==> src/core/irq_flag_mask_params.svh <==
/*
 Constants for the interrupt flag and mask pair: register offsets, bit
 positions of every source, reset values and field layouts.
 Assumes inclusion by bare name from design files only.
*/
`ifndef IRQ_FLAG_MASK_PARAMS_SVH
`define IRQ_FLAG_MASK_PARAMS_SVH

// Byte offsets on the register bus
`define OFS_PENDING_FLAGS 8'h00
`define OFS_ENABLE_MASK 8'h04
`define OFS_DMA_SELECT 8'h08
`define OFS_WINNER_STATUS 8'h0C
`define OFS_ACK 8'h10
`define OFS_FORCE 8'h14

// Transfer size code of a whole word
`define HSIZE_WORD 3'h2

// Bit positions, same in flags and mask
`define BIT_EXT0 4'h0
`define BIT_EXT1 4'h1
`define BIT_EXT2 4'h2
`define BIT_TIMER0 4'h3
`define BIT_SERIAL0_RX 4'h4
`define BIT_SERIAL0_TX 4'h5
`define BIT_SHARED6 4'h6
`define BIT_SHARED7 4'h7
`define BIT_EXT3 4'h8
`define BIT_HOST_PORT 4'h9
`define BIT_SHARED10 4'hA
`define BIT_SHARED11 4'hB
`define BIT_DMA4 4'hC
`define BIT_DMA5 4'hD

// Bits 15..14 never hold a source
`define IRQ_USED_MASK 16'h3FFF
`define FLAGS_RESET 16'h0000
`define MASK_RESET 16'h0000
`define DMA_SELECT_RESET 4'h0
`define DMA_SELECT_WIDTH 4

// Lowest bit has priority 3, bit 13 has 16
`define PRIORITY_BASE 5'h03
`define STATUS_VALID_BIT 9
`define STATUS_PRIO_LSB 4

`endif

==> src/core/irq_flag_mask_pkg.sv <==
/*
 Types for the interrupt flag and mask pair.
 Assumes the constants header is included where offsets are needed.
*/
package irq_flag_mask_pkg;

    typedef struct packed {
        logic [5:0] dma_ch_irq;
        logic host_port_irq;
        logic serial1_tx_irq;
        logic serial1_rx_irq;
        logic serial0_tx_irq;
        logic serial0_rx_irq;
        logic timer1_irq;
        logic timer0_irq;
    } irq_sources_t;

    typedef struct packed {
        logic valid;
        logic [3:0] index;
    } irq_winner_t;

    typedef enum logic [1:0] {
        PH_IDLE = 2'b00,
        PH_WRITE = 2'b01,
        PH_READ_WAIT = 2'b11,
        PH_READ_DONE = 2'b10
    } bus_phase_t;

endpackage

==> src/core/irq_flag_mask.sv <==
/*
 Interrupt pending-flag and enable-mask pair with an AHB-Lite register
 slave, source routing, fixed priority pick and one level interrupt.
 Register words at byte offsets, data in the low bits:
   0x00 pending flags, read, write one to clear
   0x04 enable mask, read and write, bits 13..0
   0x08 shared-bit selection, read and write, bits 3..0
   0x0C winner status, read only: valid, priority, index
   0x10 acknowledge, any write clears the flag of the registered winner
   0x14 force, write one to set a flag
 Bit map, the same in flags and mask:
   0..2 external requests 0..2, 3 timer 0, 4 and 5 serial 0 receive and transmit
   6 unused or DMA 0, 7 timer 1 or DMA 1, 8 external request 3, 9 host port
   10 serial 1 receive or DMA 2, 11 serial 1 transmit or DMA 3, 12 DMA 4, 13 DMA 5
 Reads take one wait state and writes none. A flag sets three edges after
 its pin falls and one edge after a peripheral line rises.
 irq_o follows the flags and mask with no added lag.
 Assumes a single AHB-Lite master on clk_i, active-low external request
 pins from outside the clock domain, and peripheral requests on clk_i.
 Assumes word transfers; narrower writes are dropped.
 Assumes hready_i is this slave's own hreadyout_o.
*/
`timescale 1ns/1ns
`include "irq_flag_mask_params.svh"

module irq_flag_mask
    import irq_flag_mask_pkg::*;
(
    input wire logic clk_i,
    input wire logic reset_n_i,
    input wire logic hsel_i,
    input wire logic [31:0] haddr_i,
    input wire logic [1:0] htrans_i,
    input wire logic hwrite_i,
    input wire logic [2:0] hsize_i,
    input wire logic [31:0] hwdata_i,
    input wire logic hready_i,
    output logic [31:0] hrdata_o,
    output logic hreadyout_o,
    output logic hresp_o,
    input wire logic [3:0] ext_irq_n_i,
    input wire irq_sources_t periph_irq_i,
    output logic irq_o,
    output logic irq_valid_o,
    output logic [3:0] irq_index_o,
    output logic [4:0] irq_priority_o
);

    bus_phase_t phase_reg;
    bus_phase_t phase_next;
    logic [7:0] dp_addr_reg;
    logic [31:0] hrdata_reg;
    logic accept;
    logic wr_en;
    logic dp_word_reg;
    logic wr_flags;
    logic wr_mask;
    logic wr_select;
    logic wr_ack;
    logic wr_force;

    logic [3:0] ext_sync1_reg;
    logic [3:0] ext_sync2_reg;
    logic [3:0] ext_prev_reg;
    logic [3:0] ext_events;
    irq_sources_t periph_prev_reg;
    irq_sources_t periph_events;

    logic [15:0] set_vec;
    logic [15:0] flags_reg;
    logic [15:0] flags_next;
    logic [15:0] mask_reg;
    logic [`DMA_SELECT_WIDTH-1:0] dma_select_reg;
    logic [15:0] clear_vec;
    logic [15:0] force_vec;
    logic [15:0] enabled_vec;
    irq_winner_t winner;
    logic valid_reg;
    logic [3:0] index_reg;
    logic [4:0] priority_reg;

    // Lowest set bit wins; bit 0 is the most urgent
    function automatic irq_winner_t pick_winner(input logic [15:0] vec);
        irq_winner_t w;
        w.valid = 1'b0;
        w.index = 4'h0;
        for (int i = 13; i >= 0; i--) begin
            if (vec[i]) begin
                w.valid = 1'b1;
                w.index = 4'(i);
            end
        end
        return w;
    endfunction

    // One-hot of a bit index, used for acknowledge
    function automatic logic [15:0] index_onehot(input logic [3:0] idx);
        logic [15:0] v;
        v = 16'h0000;
        v[idx] = 1'b1;
        return v;
    endfunction

    // Write decode shared by every writable register
    function automatic logic wr_hit(input logic en,
                                    input logic [7:0] addr,
                                    input logic [7:0] ofs);
        return en && (addr == ofs);
    endfunction

    // Bus address phase taken only when the previous transfer is done
    assign accept = hsel_i & hready_i & htrans_i[1];

    always_comb begin
        phase_next = phase_reg;
        unique case (phase_reg)
            PH_IDLE, PH_WRITE, PH_READ_DONE: begin
                if (accept && hwrite_i) begin
                    phase_next = PH_WRITE;
                end else if (accept) begin
                    phase_next = PH_READ_WAIT;
                end else begin
                    phase_next = PH_IDLE;
                end
            end
            PH_READ_WAIT: begin
                phase_next = PH_READ_DONE;
            end
        endcase
    end

    always_ff @(posedge clk_i or negedge reset_n_i) begin
        if (!reset_n_i) begin
            phase_reg <= PH_IDLE;
        end else begin
            phase_reg <= phase_next;
        end
    end

    always_ff @(posedge clk_i or negedge reset_n_i) begin
        if (!reset_n_i) begin
            dp_addr_reg <= 8'h00;
        end else if (accept) begin
            dp_addr_reg <= haddr_i[7:0];
        end
    end

    // Narrow writes are dropped rather than merged into a register word
    always_ff @(posedge clk_i or negedge reset_n_i) begin
        if (!reset_n_i) begin
            dp_word_reg <= 1'b0;
        end else if (accept) begin
            dp_word_reg <= (hsize_i == `HSIZE_WORD);
        end
    end

    // Wait state lets a read see a write from the transfer just before
    assign hreadyout_o = (phase_reg != PH_READ_WAIT);
    assign hresp_o = 1'b0;
    assign wr_en = (phase_reg == PH_WRITE) & dp_word_reg;
    // Strobes are one-hot by address, so clear and ack never collide
    assign wr_flags = wr_hit(wr_en, dp_addr_reg, `OFS_PENDING_FLAGS);
    assign wr_mask = wr_hit(wr_en, dp_addr_reg, `OFS_ENABLE_MASK);
    assign wr_select = wr_hit(wr_en, dp_addr_reg, `OFS_DMA_SELECT);
    assign wr_ack = wr_hit(wr_en, dp_addr_reg, `OFS_ACK);
    assign wr_force = wr_hit(wr_en, dp_addr_reg, `OFS_FORCE);

    function automatic logic [31:0] read_mux(input logic [7:0] addr,
                                             input logic [15:0] flags,
                                             input logic [15:0] mask,
                                             input logic [3:0] sel,
                                             input logic valid,
                                             input logic [3:0] idx,
                                             input logic [4:0] prio);
        logic [31:0] d;
        d = 32'h0000_0000;
        unique case (addr)
            `OFS_PENDING_FLAGS: d[15:0] = flags & `IRQ_USED_MASK;
            `OFS_ENABLE_MASK: d[15:0] = mask & `IRQ_USED_MASK;
            `OFS_DMA_SELECT: d[`DMA_SELECT_WIDTH-1:0] = sel;
            `OFS_WINNER_STATUS: begin
                d[`STATUS_VALID_BIT] = valid;
                d[`STATUS_PRIO_LSB +: 5] = prio;
                d[3:0] = idx;
            end
            default: d = 32'h0000_0000;
        endcase
        return d;
    endfunction

    always_ff @(posedge clk_i or negedge reset_n_i) begin
        if (!reset_n_i) begin
            hrdata_reg <= 32'h0000_0000;
        end else if (phase_reg == PH_READ_WAIT) begin
            hrdata_reg <= read_mux(dp_addr_reg, flags_reg, mask_reg, dma_select_reg,
                                   valid_reg, index_reg, priority_reg);
        end
    end

    assign hrdata_o = hrdata_reg;

    // Pins cross into clk_i through two flops before any use
    always_ff @(posedge clk_i or negedge reset_n_i) begin
        if (!reset_n_i) begin
            ext_sync1_reg <= 4'hF;
            ext_sync2_reg <= 4'hF;
        end else begin
            ext_sync1_reg <= ext_irq_n_i;
            ext_sync2_reg <= ext_sync1_reg;
        end
    end

    // Idle level after reset, so release makes no false edge
    always_ff @(posedge clk_i or negedge reset_n_i) begin
        if (!reset_n_i) begin
            ext_prev_reg <= 4'hF;
        end else begin
            ext_prev_reg <= ext_sync2_reg;
        end
    end

    // Falling edge of an active-low pin is one request
    genvar p;
    generate
        for (p = 0; p < 4; p++) begin : g_pin_edge
            assign ext_events[p] = ext_prev_reg[p] & ~ext_sync2_reg[p];
        end
    endgenerate

    // Rising edge only, so a held request does not refire after a clear
    always_ff @(posedge clk_i or negedge reset_n_i) begin
        if (!reset_n_i) begin
            periph_prev_reg <= '0;
        end else begin
            periph_prev_reg <= periph_irq_i;
        end
    end

    assign periph_events = periph_irq_i & ~periph_prev_reg;

    irq_source_router u_router (
        .events_i(periph_events),
        .ext_events_i(ext_events),
        .dma_select_i(dma_select_reg),
        .set_vec_o(set_vec)
    );

    // Write-one-to-clear on flags, plus acknowledge of the current winner
    always_comb begin
        clear_vec = 16'h0000;
        if (wr_flags) begin
            clear_vec = hwdata_i[15:0];
        end
        // Ack uses the registered winner, one cycle stale at worst
        if (wr_ack && valid_reg) begin
            clear_vec = index_onehot(index_reg);
        end
    end

    // Force sets flags like a source would, handy for software tests
    always_comb begin
        force_vec = 16'h0000;
        if (wr_force) begin
            force_vec = hwdata_i[15:0];
        end
    end

    // A new event in the clearing cycle is kept: set wins
    assign flags_next = ((flags_reg & ~clear_vec) | set_vec | force_vec) & `IRQ_USED_MASK;

    always_ff @(posedge clk_i or negedge reset_n_i) begin
        if (!reset_n_i) begin
            flags_reg <= `FLAGS_RESET;
        end else begin
            flags_reg <= flags_next;
        end
    end

    // Bit 6 stays writable while it has no source
    always_ff @(posedge clk_i or negedge reset_n_i) begin
        if (!reset_n_i) begin
            mask_reg <= `MASK_RESET;
        end else if (wr_mask) begin
            mask_reg <= hwdata_i[15:0] & `IRQ_USED_MASK;
        end
    end

    always_ff @(posedge clk_i or negedge reset_n_i) begin
        if (!reset_n_i) begin
            dma_select_reg <= `DMA_SELECT_RESET;
        end else if (wr_select) begin
            dma_select_reg <= hwdata_i[`DMA_SELECT_WIDTH-1:0];
        end
    end

    assign enabled_vec = flags_reg & mask_reg;
    assign winner = pick_winner(enabled_vec);

    // Winner registered so vector outputs come from flops
    always_ff @(posedge clk_i or negedge reset_n_i) begin
        if (!reset_n_i) begin
            valid_reg <= 1'b0;
        end else begin
            valid_reg <= winner.valid;
        end
    end

    always_ff @(posedge clk_i or negedge reset_n_i) begin
        if (!reset_n_i) begin
            index_reg <= 4'h0;
        end else begin
            index_reg <= winner.index;
        end
    end

    // Priority kept beside the index so readers need no adder
    always_ff @(posedge clk_i or negedge reset_n_i) begin
        if (!reset_n_i) begin
            priority_reg <= 5'h00;
        end else begin
            priority_reg <= 5'(winner.index) + `PRIORITY_BASE;
        end
    end

    // Level output straight from the two registers, no extra lag
    assign irq_o = |enabled_vec;
    assign irq_valid_o = valid_reg;
    assign irq_index_o = index_reg;
    assign irq_priority_o = priority_reg;

endmodule

==> src/core/irq_source_router.sv <==
/*
 Routes source events onto flag bit positions, including the four shared
 positions steered by the DMA selection bits.
 Assumes one-cycle event pulses on the system clock.
*/
`timescale 1ns/1ns
`include "irq_flag_mask_params.svh"

module irq_source_router
    import irq_flag_mask_pkg::*;
(
    input wire irq_sources_t events_i,
    input wire logic [3:0] ext_events_i,
    input wire logic [`DMA_SELECT_WIDTH-1:0] dma_select_i,
    output logic [15:0] set_vec_o
);

    logic [3:0] default_src;
    logic [3:0] dma_src;
    logic [3:0] shared_bits;

    // Bit 6 has no default source
    assign default_src = {events_i.serial1_tx_irq, events_i.serial1_rx_irq, events_i.timer1_irq, 1'b0};
    assign dma_src = events_i.dma_ch_irq[3:0];

    genvar g;
    generate
        for (g = 0; g < `DMA_SELECT_WIDTH; g++) begin : g_shared
            assign shared_bits[g] = dma_select_i[g] ? dma_src[g] : default_src[g];
        end
    endgenerate

    always_comb begin
        set_vec_o = 16'h0000;
        set_vec_o[`BIT_EXT0] = ext_events_i[0];
        set_vec_o[`BIT_EXT1] = ext_events_i[1];
        set_vec_o[`BIT_EXT2] = ext_events_i[2];
        set_vec_o[`BIT_TIMER0] = events_i.timer0_irq;
        set_vec_o[`BIT_SERIAL0_RX] = events_i.serial0_rx_irq;
        set_vec_o[`BIT_SERIAL0_TX] = events_i.serial0_tx_irq;
        set_vec_o[`BIT_SHARED6] = shared_bits[0];
        set_vec_o[`BIT_SHARED7] = shared_bits[1];
        set_vec_o[`BIT_EXT3] = ext_events_i[3];
        set_vec_o[`BIT_HOST_PORT] = events_i.host_port_irq;
        set_vec_o[`BIT_SHARED10] = shared_bits[2];
        set_vec_o[`BIT_SHARED11] = shared_bits[3];
        set_vec_o[`BIT_DMA4] = events_i.dma_ch_irq[4];
        set_vec_o[`BIT_DMA5] = events_i.dma_ch_irq[5];
    end

endmodule

==> config.mk <==
export PLATFORM = sky130hd
export DESIGN_NAME = irq_flag_mask
export DESIGN_NICKNAME = d
export VERILOG_FILES = /design/src/core/irq_flag_mask_pkg.sv /design/src/core/irq_flag_mask.sv /design/src/core/irq_source_router.sv
export VERILOG_INCLUDE_DIRS = /design/src /design/src/core
export SDC_FILE = /design/constraint.sdc
export NUM_CORES = 1
export LEC_CHECK = 0
export BUFFER_PORTS_ARGS = -buffer_cell sky130_fd_sc_hd__buf_2
export CELL_PAD_IN_SITES_DETAIL_PLACEMENT = 0
export CELL_PAD_IN_SITES_GLOBAL_PLACEMENT = 1
export CORE_ASPECT_RATIO = 0.5
export CORE_MARGIN = 10
export CORE_UTILIZATION = 35
export DETAILED_ROUTE_END_ITERATION = 6
export GPL_TIMING_DRIVEN = 0
export PLACE_DENSITY = 0.71
export SLEW_MARGIN = 20
export SYNTH_ARGS = -nofsm -noshare
export SYNTH_HDL_FRONTEND = slang
export SYNTH_SLANG_ARGS = --single-unit
==> constraint.sdc <==
create_clock -name clk_i -period 2.1 [get_ports clk_i]
set_input_delay 0 -clock clk_i [delete_from_list [all_inputs] [get_ports clk_i]]
set_output_delay 0 -clock clk_i [all_outputs]
set_load 0.05 [all_outputs]
==> results.cfg, run 1 <==
[placement]
io_buffers = 73
place_congestion = 0.844
place_hpwl_um = 8510

[critical_path]
worstPathCellList = or4_4 -> nor4_4 -> nand2_1 -> mux2_2
slowest_stage = or4_4
cp-start-kind = flip-flop
worstPathArrival_ns = 2.25
worst_ep_required_time_ns = 2.32
slowest_delay_ns = 0.61
path_class = reg -> reg
cp-end-kind = flip-flop
critical_path.max_fanout = 5

[synth]
synth.area.mux_share_pct = 7.93
synth-simple-area-share_pct = 12.1
netlist_instances = 350
synth_compound_area_share_pct = 17.4
ys_seq_area_share_pct = 55.6
synth_xor_area_share_pct = 0.210
synth_top_family_by_area = compound AO/OA/AOI/OAI gates
ys_ff_latch = 92
yosysWarnings = 0
synth_edf_count = 0
synthArstFlopShare_pct = 100
avgSynthCellArea_um2 = 11.9
synth_ff_type = dfrtp_1
synth_area_um2 = 4160
synth.distinct_cells = 48
synth_fa_ha_area_share_pct = 0.300

[grt]
grt_max_degree = 58
gr-total-overflow = 0
grt_pass1_wl_um = 19000
grt_pass1_vias = 3464
antenna_found_initial = 0
grt_util_all_layers_pct = 14.1

[outcome]
outcome = complete, no violations

[cts]
clk_pin_slew_worst_paths_ns = 0.06
ctsRootBufferMaster = clkbuf_16
numCtsBuffers = 9
cts_buffer_depth = 2
clock_sinks = 92
clk-insertion-delay-late_ns = 0.34
htreeDepth = 3
cts_tree = yes

[hold_path]
hp-class = in -> reg

[power_and_ir_drop]
power_density_nw_per_um2 = 722
p_leak_nw = 2.66
power_mw = 4.13
ir_worst_vdd_uv = 346

[floorplan]
io_pins = 136
core_um2 = 11700
dieArea_um2 = 16900
die_w_um = 174
fp.dieH_um = 97.1
start_util_pct = 35.5
rows = 28

[detailed_routing]
ant_nets = 0
first_pass_iters = 4
post_drt_wl_per_cell_um = 17.3
drtIter0Drc = 237
via_per_inst = 4.79
wl_um = 11700
vias = 3246
drc = 0

[timing]
grt_setup_unrepaired = false
slew_headroom_pct = 60.7
finalCritPeriodShare_pct = 96.4
clock.fmax_ghz = 0.494
hold_viol = 0
clock_skew_ns = 0.00517
tightest_slew_ns = 0.590
finalSetupViolCount = 0
fin_crit_ns = 2.03
slew_violations = 0

[final_layout]
antenna_cells = 0
synthToLayoutAreaGrowth_pct = 37.2
nets = 599
drive_gt1_share_pct = 34.8
post-route-util_pct = 48.7

[flow_run]
drv_cap = 0
-- report_power, final --
group	internal (mW)	total, mW	switching, mW
registers	1.88	1.97	0.0899
clock network	0.930	1.56	0.629
logic	0.238	0.600	0.362
total	3.05	4.13	1.08
-- metrics by stage --
stage               hold slack, ns  setup WS, ns  setup TNS (ns)  cell area, um2  instances
finish                      0.0588        0.0748               0            5710        677
global route                0.0814       0.00403               0            5710        677
CTS                         0.0480        0.0246               0            5680        675
detailed placement         -0.0758        -0.497           -9.14            4840        607
global placement             0.106        -0.416           -7.68            4800        606
floorplan                   -0.296        0.0778               0            4230        368
-- path summary, 6_finish.rpt --
kind / start / end / slack (ns) / depth (start not counted)
max: dp_addr_reg[1]$_DFFE_PN0P_ / dma_select_reg[3]$_DFFE_PN0P_ / 0.07 / 4
min: hready_i / dp_addr_reg[0]$_DFFE_PN0P_ / 0.06 / 3
max reg2reg: dp_addr_reg[1]$_DFFE_PN0P_ / dma_select_reg[3]$_DFFE_PN0P_ / 0.07 / 4
min reg2reg: ext_sync1_reg[1]$_DFF_PN1_ / ext_sync2_reg[1]$_DFF_PN1_ / 0.35 / 0
max in group asynchronous: reset_n_i / ext_sync2_reg[3]$_DFF_PN1_ / 1.34 / 3
min in group asynchronous: reset_n_i / periph_prev_reg[0]$_DFF_PN0_ / 0.12 / 2
-- cells in the mapped netlist, drive strengths merged, types with 5 or more instances --
master	number	area (um2)
mux2	26	330
nor2	7	26.3
dfrtp	80	2000
buf	23	168
dfstp	12	315
nor3	5	35.0
nand2	35	134
a22o	10	87.6
inv	19	71.3
nand2b	6	37.5
a221o	9	90.1
o21ai	16	80.1
nor4	6	97.6
a21oi	11	55.1
a21o	7	52.6
a22oi	24	180
a221oi	5	43.8
clkbuf	7	26.3
-- final cells by class --
type	count	area [um2]
fillers	1055	6020
flip-flops and latches	92	2320
multi-input cells	227	1690
repair buffers	129	932
clock buffers	15	288
well taps	165	206
plain buffers	29	201
inverters	19	71.3
clock inverters	1	5.00
-- cell usage in the layout (no fill, tap or decap), drive strengths merged, types with 6 or more instances in the layout --
cell type / n
buf: 107
dfrtp: 80
dlygate4sd3: 43
nand2: 35
mux2: 26
a22oi: 24
clkbuf: 23
inv: 19
conb: 19
o21ai: 16
dfstp: 12
a21oi: 11
a22o: 10
a221o: 9
a21o: 7
nor2: 7
nand2b: 6
nor4: 6
-- logic make-up after synthesis --
kind of cell / Yosys count
muxes: 26
buffers and inverters: 49
adders and majority gates: 1
and+or+nand+nor: 83
AOI/OAI and AO/OA: 97
xor gates and xnor gates: 1
other: 1
DFF: 92
-- per-layer routing --
layer	part of all wire, %	track usage, %
met5	0	0
met4	1.1	4.11
met3	6.2	3.76
met2	44	21.2
met1	48	19.4
-- critical path: cells and delay by family (launching register included) --
kind	cells	cell delay (ns)
flip-flops	1	0.42
multiplexers	1	0.32
AND/OR/NAND/NOR	3	1.16
-- timing repair --
action,in CTS,in global routing
endpoints found under the setup margin,38,23
endpoints found under the hold margin,147,0
pin swaps,5,4
hold buffers,43,0
gates resized for setup,10,4
setup buffers,9,3
(Power assumes the default switching activity.)
==> run 2, diff against run 1 <==
--- a/config.mk
+++ b/config.mk
@@ -6,15 +6,16 @@
 export SDC_FILE = /design/constraint.sdc
 export NUM_CORES = 1
 export LEC_CHECK = 0
+export ABC_AREA = 1
 export BUFFER_PORTS_ARGS = -buffer_cell sky130_fd_sc_hd__buf_2
 export CELL_PAD_IN_SITES_DETAIL_PLACEMENT = 0
 export CELL_PAD_IN_SITES_GLOBAL_PLACEMENT = 1
 export CORE_ASPECT_RATIO = 0.5
 export CORE_MARGIN = 10
-export CORE_UTILIZATION = 35
+export CORE_UTILIZATION = 34
 export DETAILED_ROUTE_END_ITERATION = 6
 export GPL_TIMING_DRIVEN = 0
-export PLACE_DENSITY = 0.71
+export PLACE_DENSITY = 0.72
 export SLEW_MARGIN = 20
 export SYNTH_ARGS = -nofsm -noshare
 export SYNTH_HDL_FRONTEND = slang
==> run 2 against run 1 <==
  * Worst setup slack improved by 0.18 ns
  * Sequential cell count stayed put
  * Non-clock buffer count fell by 13
  * Final area shrank 2.0%
  * Critical path depth is 13 higher
  * Final cell count is 8.0% higher
  * Wire length fell by 3.7%
  * Clock power up 21%
  * Synthesized cell count increased by 19%
  * Worst hold slack improved by 0.023 ns
  * Via count up 1.0%
  * Largest power group unchanged
  * Highest routed layer unchanged
==> results.cfg, run 2 <==
[critical_path]
worstPathArrival_ns = 2.07
cp-end-kind = flip-flop
critPathMostFrequentCell = nand2_1
slowest_delay_ns = 0.40
crit_buf_inv = 1
path_class = reg -> reg
r2r_start = flags_reg[13]$_DFF_PN0_
worstPathCellList = nand2_1 -> inv_1 -> nand2_1 -> nand2_1 -> nand2_1 -> nand2_1 -> nand2_1 -> nand2_1 -> nand2_1 -> nand2_1 -> nand2_1 -> nand2_1 -> nand2_1 -> nand2_1 -> nand2_1 -> ha_1 -> xor2_1
worst_ep_required_time_ns = 2.33
cp-start-kind = flip-flop
r2r_cells = 17
r2r_setup_slack_ns = 0.26
cpLargestDelayFamily = simple AND/OR/NAND/NOR gates
r2r-end = irq_priority_o[2]$_DFF_PN0_
critical_path.max_fanout = 3
slowest_stage = dfrtp_1

[final_layout]
post-route-util_pct = 47.3
antenna_cells = 0
layout_commonest_cell = nand2_1
synthToLayoutAreaGrowth_pct = 35.3
final_area_um2 = 5600
drive_gt1_share_pct = 29.5
mostFrequentLayoutCells = nand2_1, dfrtp_1, buf_2
nets = 653

[grt]
gr-total-overflow = 0
grt_pass1_wl_um = 18300
grt_pass1_vias = 3462
grt_max_degree = 68
grt_util_all_layers_pct = 13.3
antenna_found_initial = 0

[synth]
synth_ff_type = dfrtp_1
ys_seq_area_share_pct = 56.0
yosysMostFrequentCell = nand2_1
synth_top_area_share_pct = 48.4
netlist_instances = 415
yosys.area.top_type = dfrtp_1
synth_edf_count = 0
synth.distinct_cells = 38
synth_area_leaders = dfrtp_1, nand2_1, dfstp_2
synthArstFlopShare_pct = 100
avgSynthCellArea_um2 = 9.97
synthTopCellsByCount = nand2_1, dfrtp_1, inv_1
ys_ff_latch = 92
synth_area_um2 = 4140
yosysWarnings = 0

[timing]
fin_crit_ns = 1.84
hold_viol = 0
slew_violations = 0
finalSetupTns_ns = 0
slew_headroom_pct = 60.1
finalCritPeriodShare_pct = 87.9
finalSetupViolCount = 0
tightest_slew_ns = 0.598
clock_skew_ns = 0.00655
grt_setup_unrepaired = false
clock.fmax_ghz = 0.542

[detailed_routing]
drtIter0Drc = 243
via_per_inst = 4.49
post_drt_wl_per_cell_um = 15.4
first_pass_iters = 4
vias = 3280
wl_um = 11300
drc = 0
ant_nets = 0

[cts]
htreeDepth = 3
numCtsBuffers = 9
ctsRootBufferMaster = clkbuf_16
clk-insertion-delay-late_ns = 0.35
cts_tree = yes
clock_sinks = 92
clk_pin_slew_worst_paths_ns = 0.06
cts_buffer_depth = 2

[floorplan]
fp.dieH_um = 98.0
start_util_pct = 35.0
io_pins = 136
rows = 28
dieArea_um2 = 17300
core_um2 = 11800
die_w_um = 176

[placement]
place_hpwl_um = 8570
place_congestion = 0.837
io_buffers = 73
place_area_um2 = 4810

[power_and_ir_drop]
ir_worst_vdd_uv = 388
p_leak_nw = 2.71
power_density_nw_per_um2 = 769
power_mw = 4.31

[flow_run]
drv_cap = 0

[hold_path]
hp-class = in -> async

[outcome]
outcome = complete, no violations
==> run 2: worst max-delay path by stage <==
| stage | from | endpoint | slack [ns] | cells after the start |
|---|---|---|---|---|
| after floorplan | flags_reg[12]$_DFF_PN0_ | irq_priority_o[2]$_DFF_PN0_ | 0.55 | 16 |
| after global placement | reset_n_i | hrdata_o[0]$_DFFE_PN0P_ | 0.12 | 1 |
| after detailed placement | dp_addr_reg[7]$_DFFE_PN0P_ | hrdata_o[3]$_DFFE_PN0P_ | 0.31 | 9 |
| after CTS | flags_reg[13]$_DFF_PN0_ | irq_priority_o[2]$_DFF_PN0_ | 0.26 | 17 |
| after global routing | flags_reg[13]$_DFF_PN0_ | irq_priority_o[2]$_DFF_PN0_ | 0.05 | 17 |
| final | flags_reg[13]$_DFF_PN0_ | irq_priority_o[2]$_DFF_PN0_ | 0.26 | 17 |
==> run 2: layer usage <==
metal	up-vias	track usage (%)	wire length [um]
li1	1648	-	-
met1	1535	18.6	5730
met2	88	19.5	4750
met3	9	4.00	639
met4	0	3.63	138
met5	-	0	0
==> run 2: repair_timing <==
item,4_1_cts,5_1_grt
hold buffers,43,0
resized for setup,0,1
buffers inserted,0,0
endpoints found under the hold margin,144,0
setup endpoints to repair,0,1
==> run 2: power by group <==
group	total [mW]	internal (mW)	leakage (nW)	switching [mW]
registers	1.91	1.86	1.00	0.0499
clock network	1.89	1.23	0.173	0.667
logic	0.502	0.184	1.53	0.318
==> run 2: kinds of logic after synthesis <==
| kind of cell | Yosys count | synth area share [%] |
|---|---|---|
| compound gates | 85 | 15.2 |
| xor+xnor | 1 | 0.212 |
| fa+ha+maj | 1 | 0.302 |
| buf+inv | 74 | 8.89 |
| flops | 92 | 56.0 |
| mux | 5 | 1.36 |
| other cells | 1 | 0.0906 |
| simple gates | 156 | 18.0 |
==> run 2: cell type report <==
cell class                      count  area [um2]
Clock inverter                      4        95.1
Multi-Input combinational cell    267        1530
Clock buffer                       12         256
Fill cell                        1177        6240
Tap cell                          165         206
Timing Repair Buffer              117         830
Inverter                           46         173
Sequential cell                    92        2320
Buffer                             28         195
==> run 2: worst register-to-register path, cell delays in order, from the launching register on <==
cell     delay (ns)
dfrtp_1        0.40
nand2_1        0.10
inv_1          0.07
nand2_1        0.04
nand2_1        0.05
nand2_1        0.05
nand2_1        0.05
nand2_1        0.05
nand2_1        0.05
nand2_1        0.05
nand2_1        0.05
nand2_1        0.06
nand2_1        0.06
nand2_1        0.05
nand2_1        0.09
nand2_1        0.11
ha_1           0.25
xor2_1         0.16
==> run 2: per-stage QoR <==
stage / hold WS (ns) / cells / setup slack (ns)
global placement: 0.106 / 671 / 0.117
floorplan: -0.296 / 433 / 0.546
detailed placement: -0.124 / 672 / 0.309
global route: 0.116 / 731 / 0.0474
CTS: 0.0764 / 731 / 0.265
finish: 0.0822 / 731 / 0.255
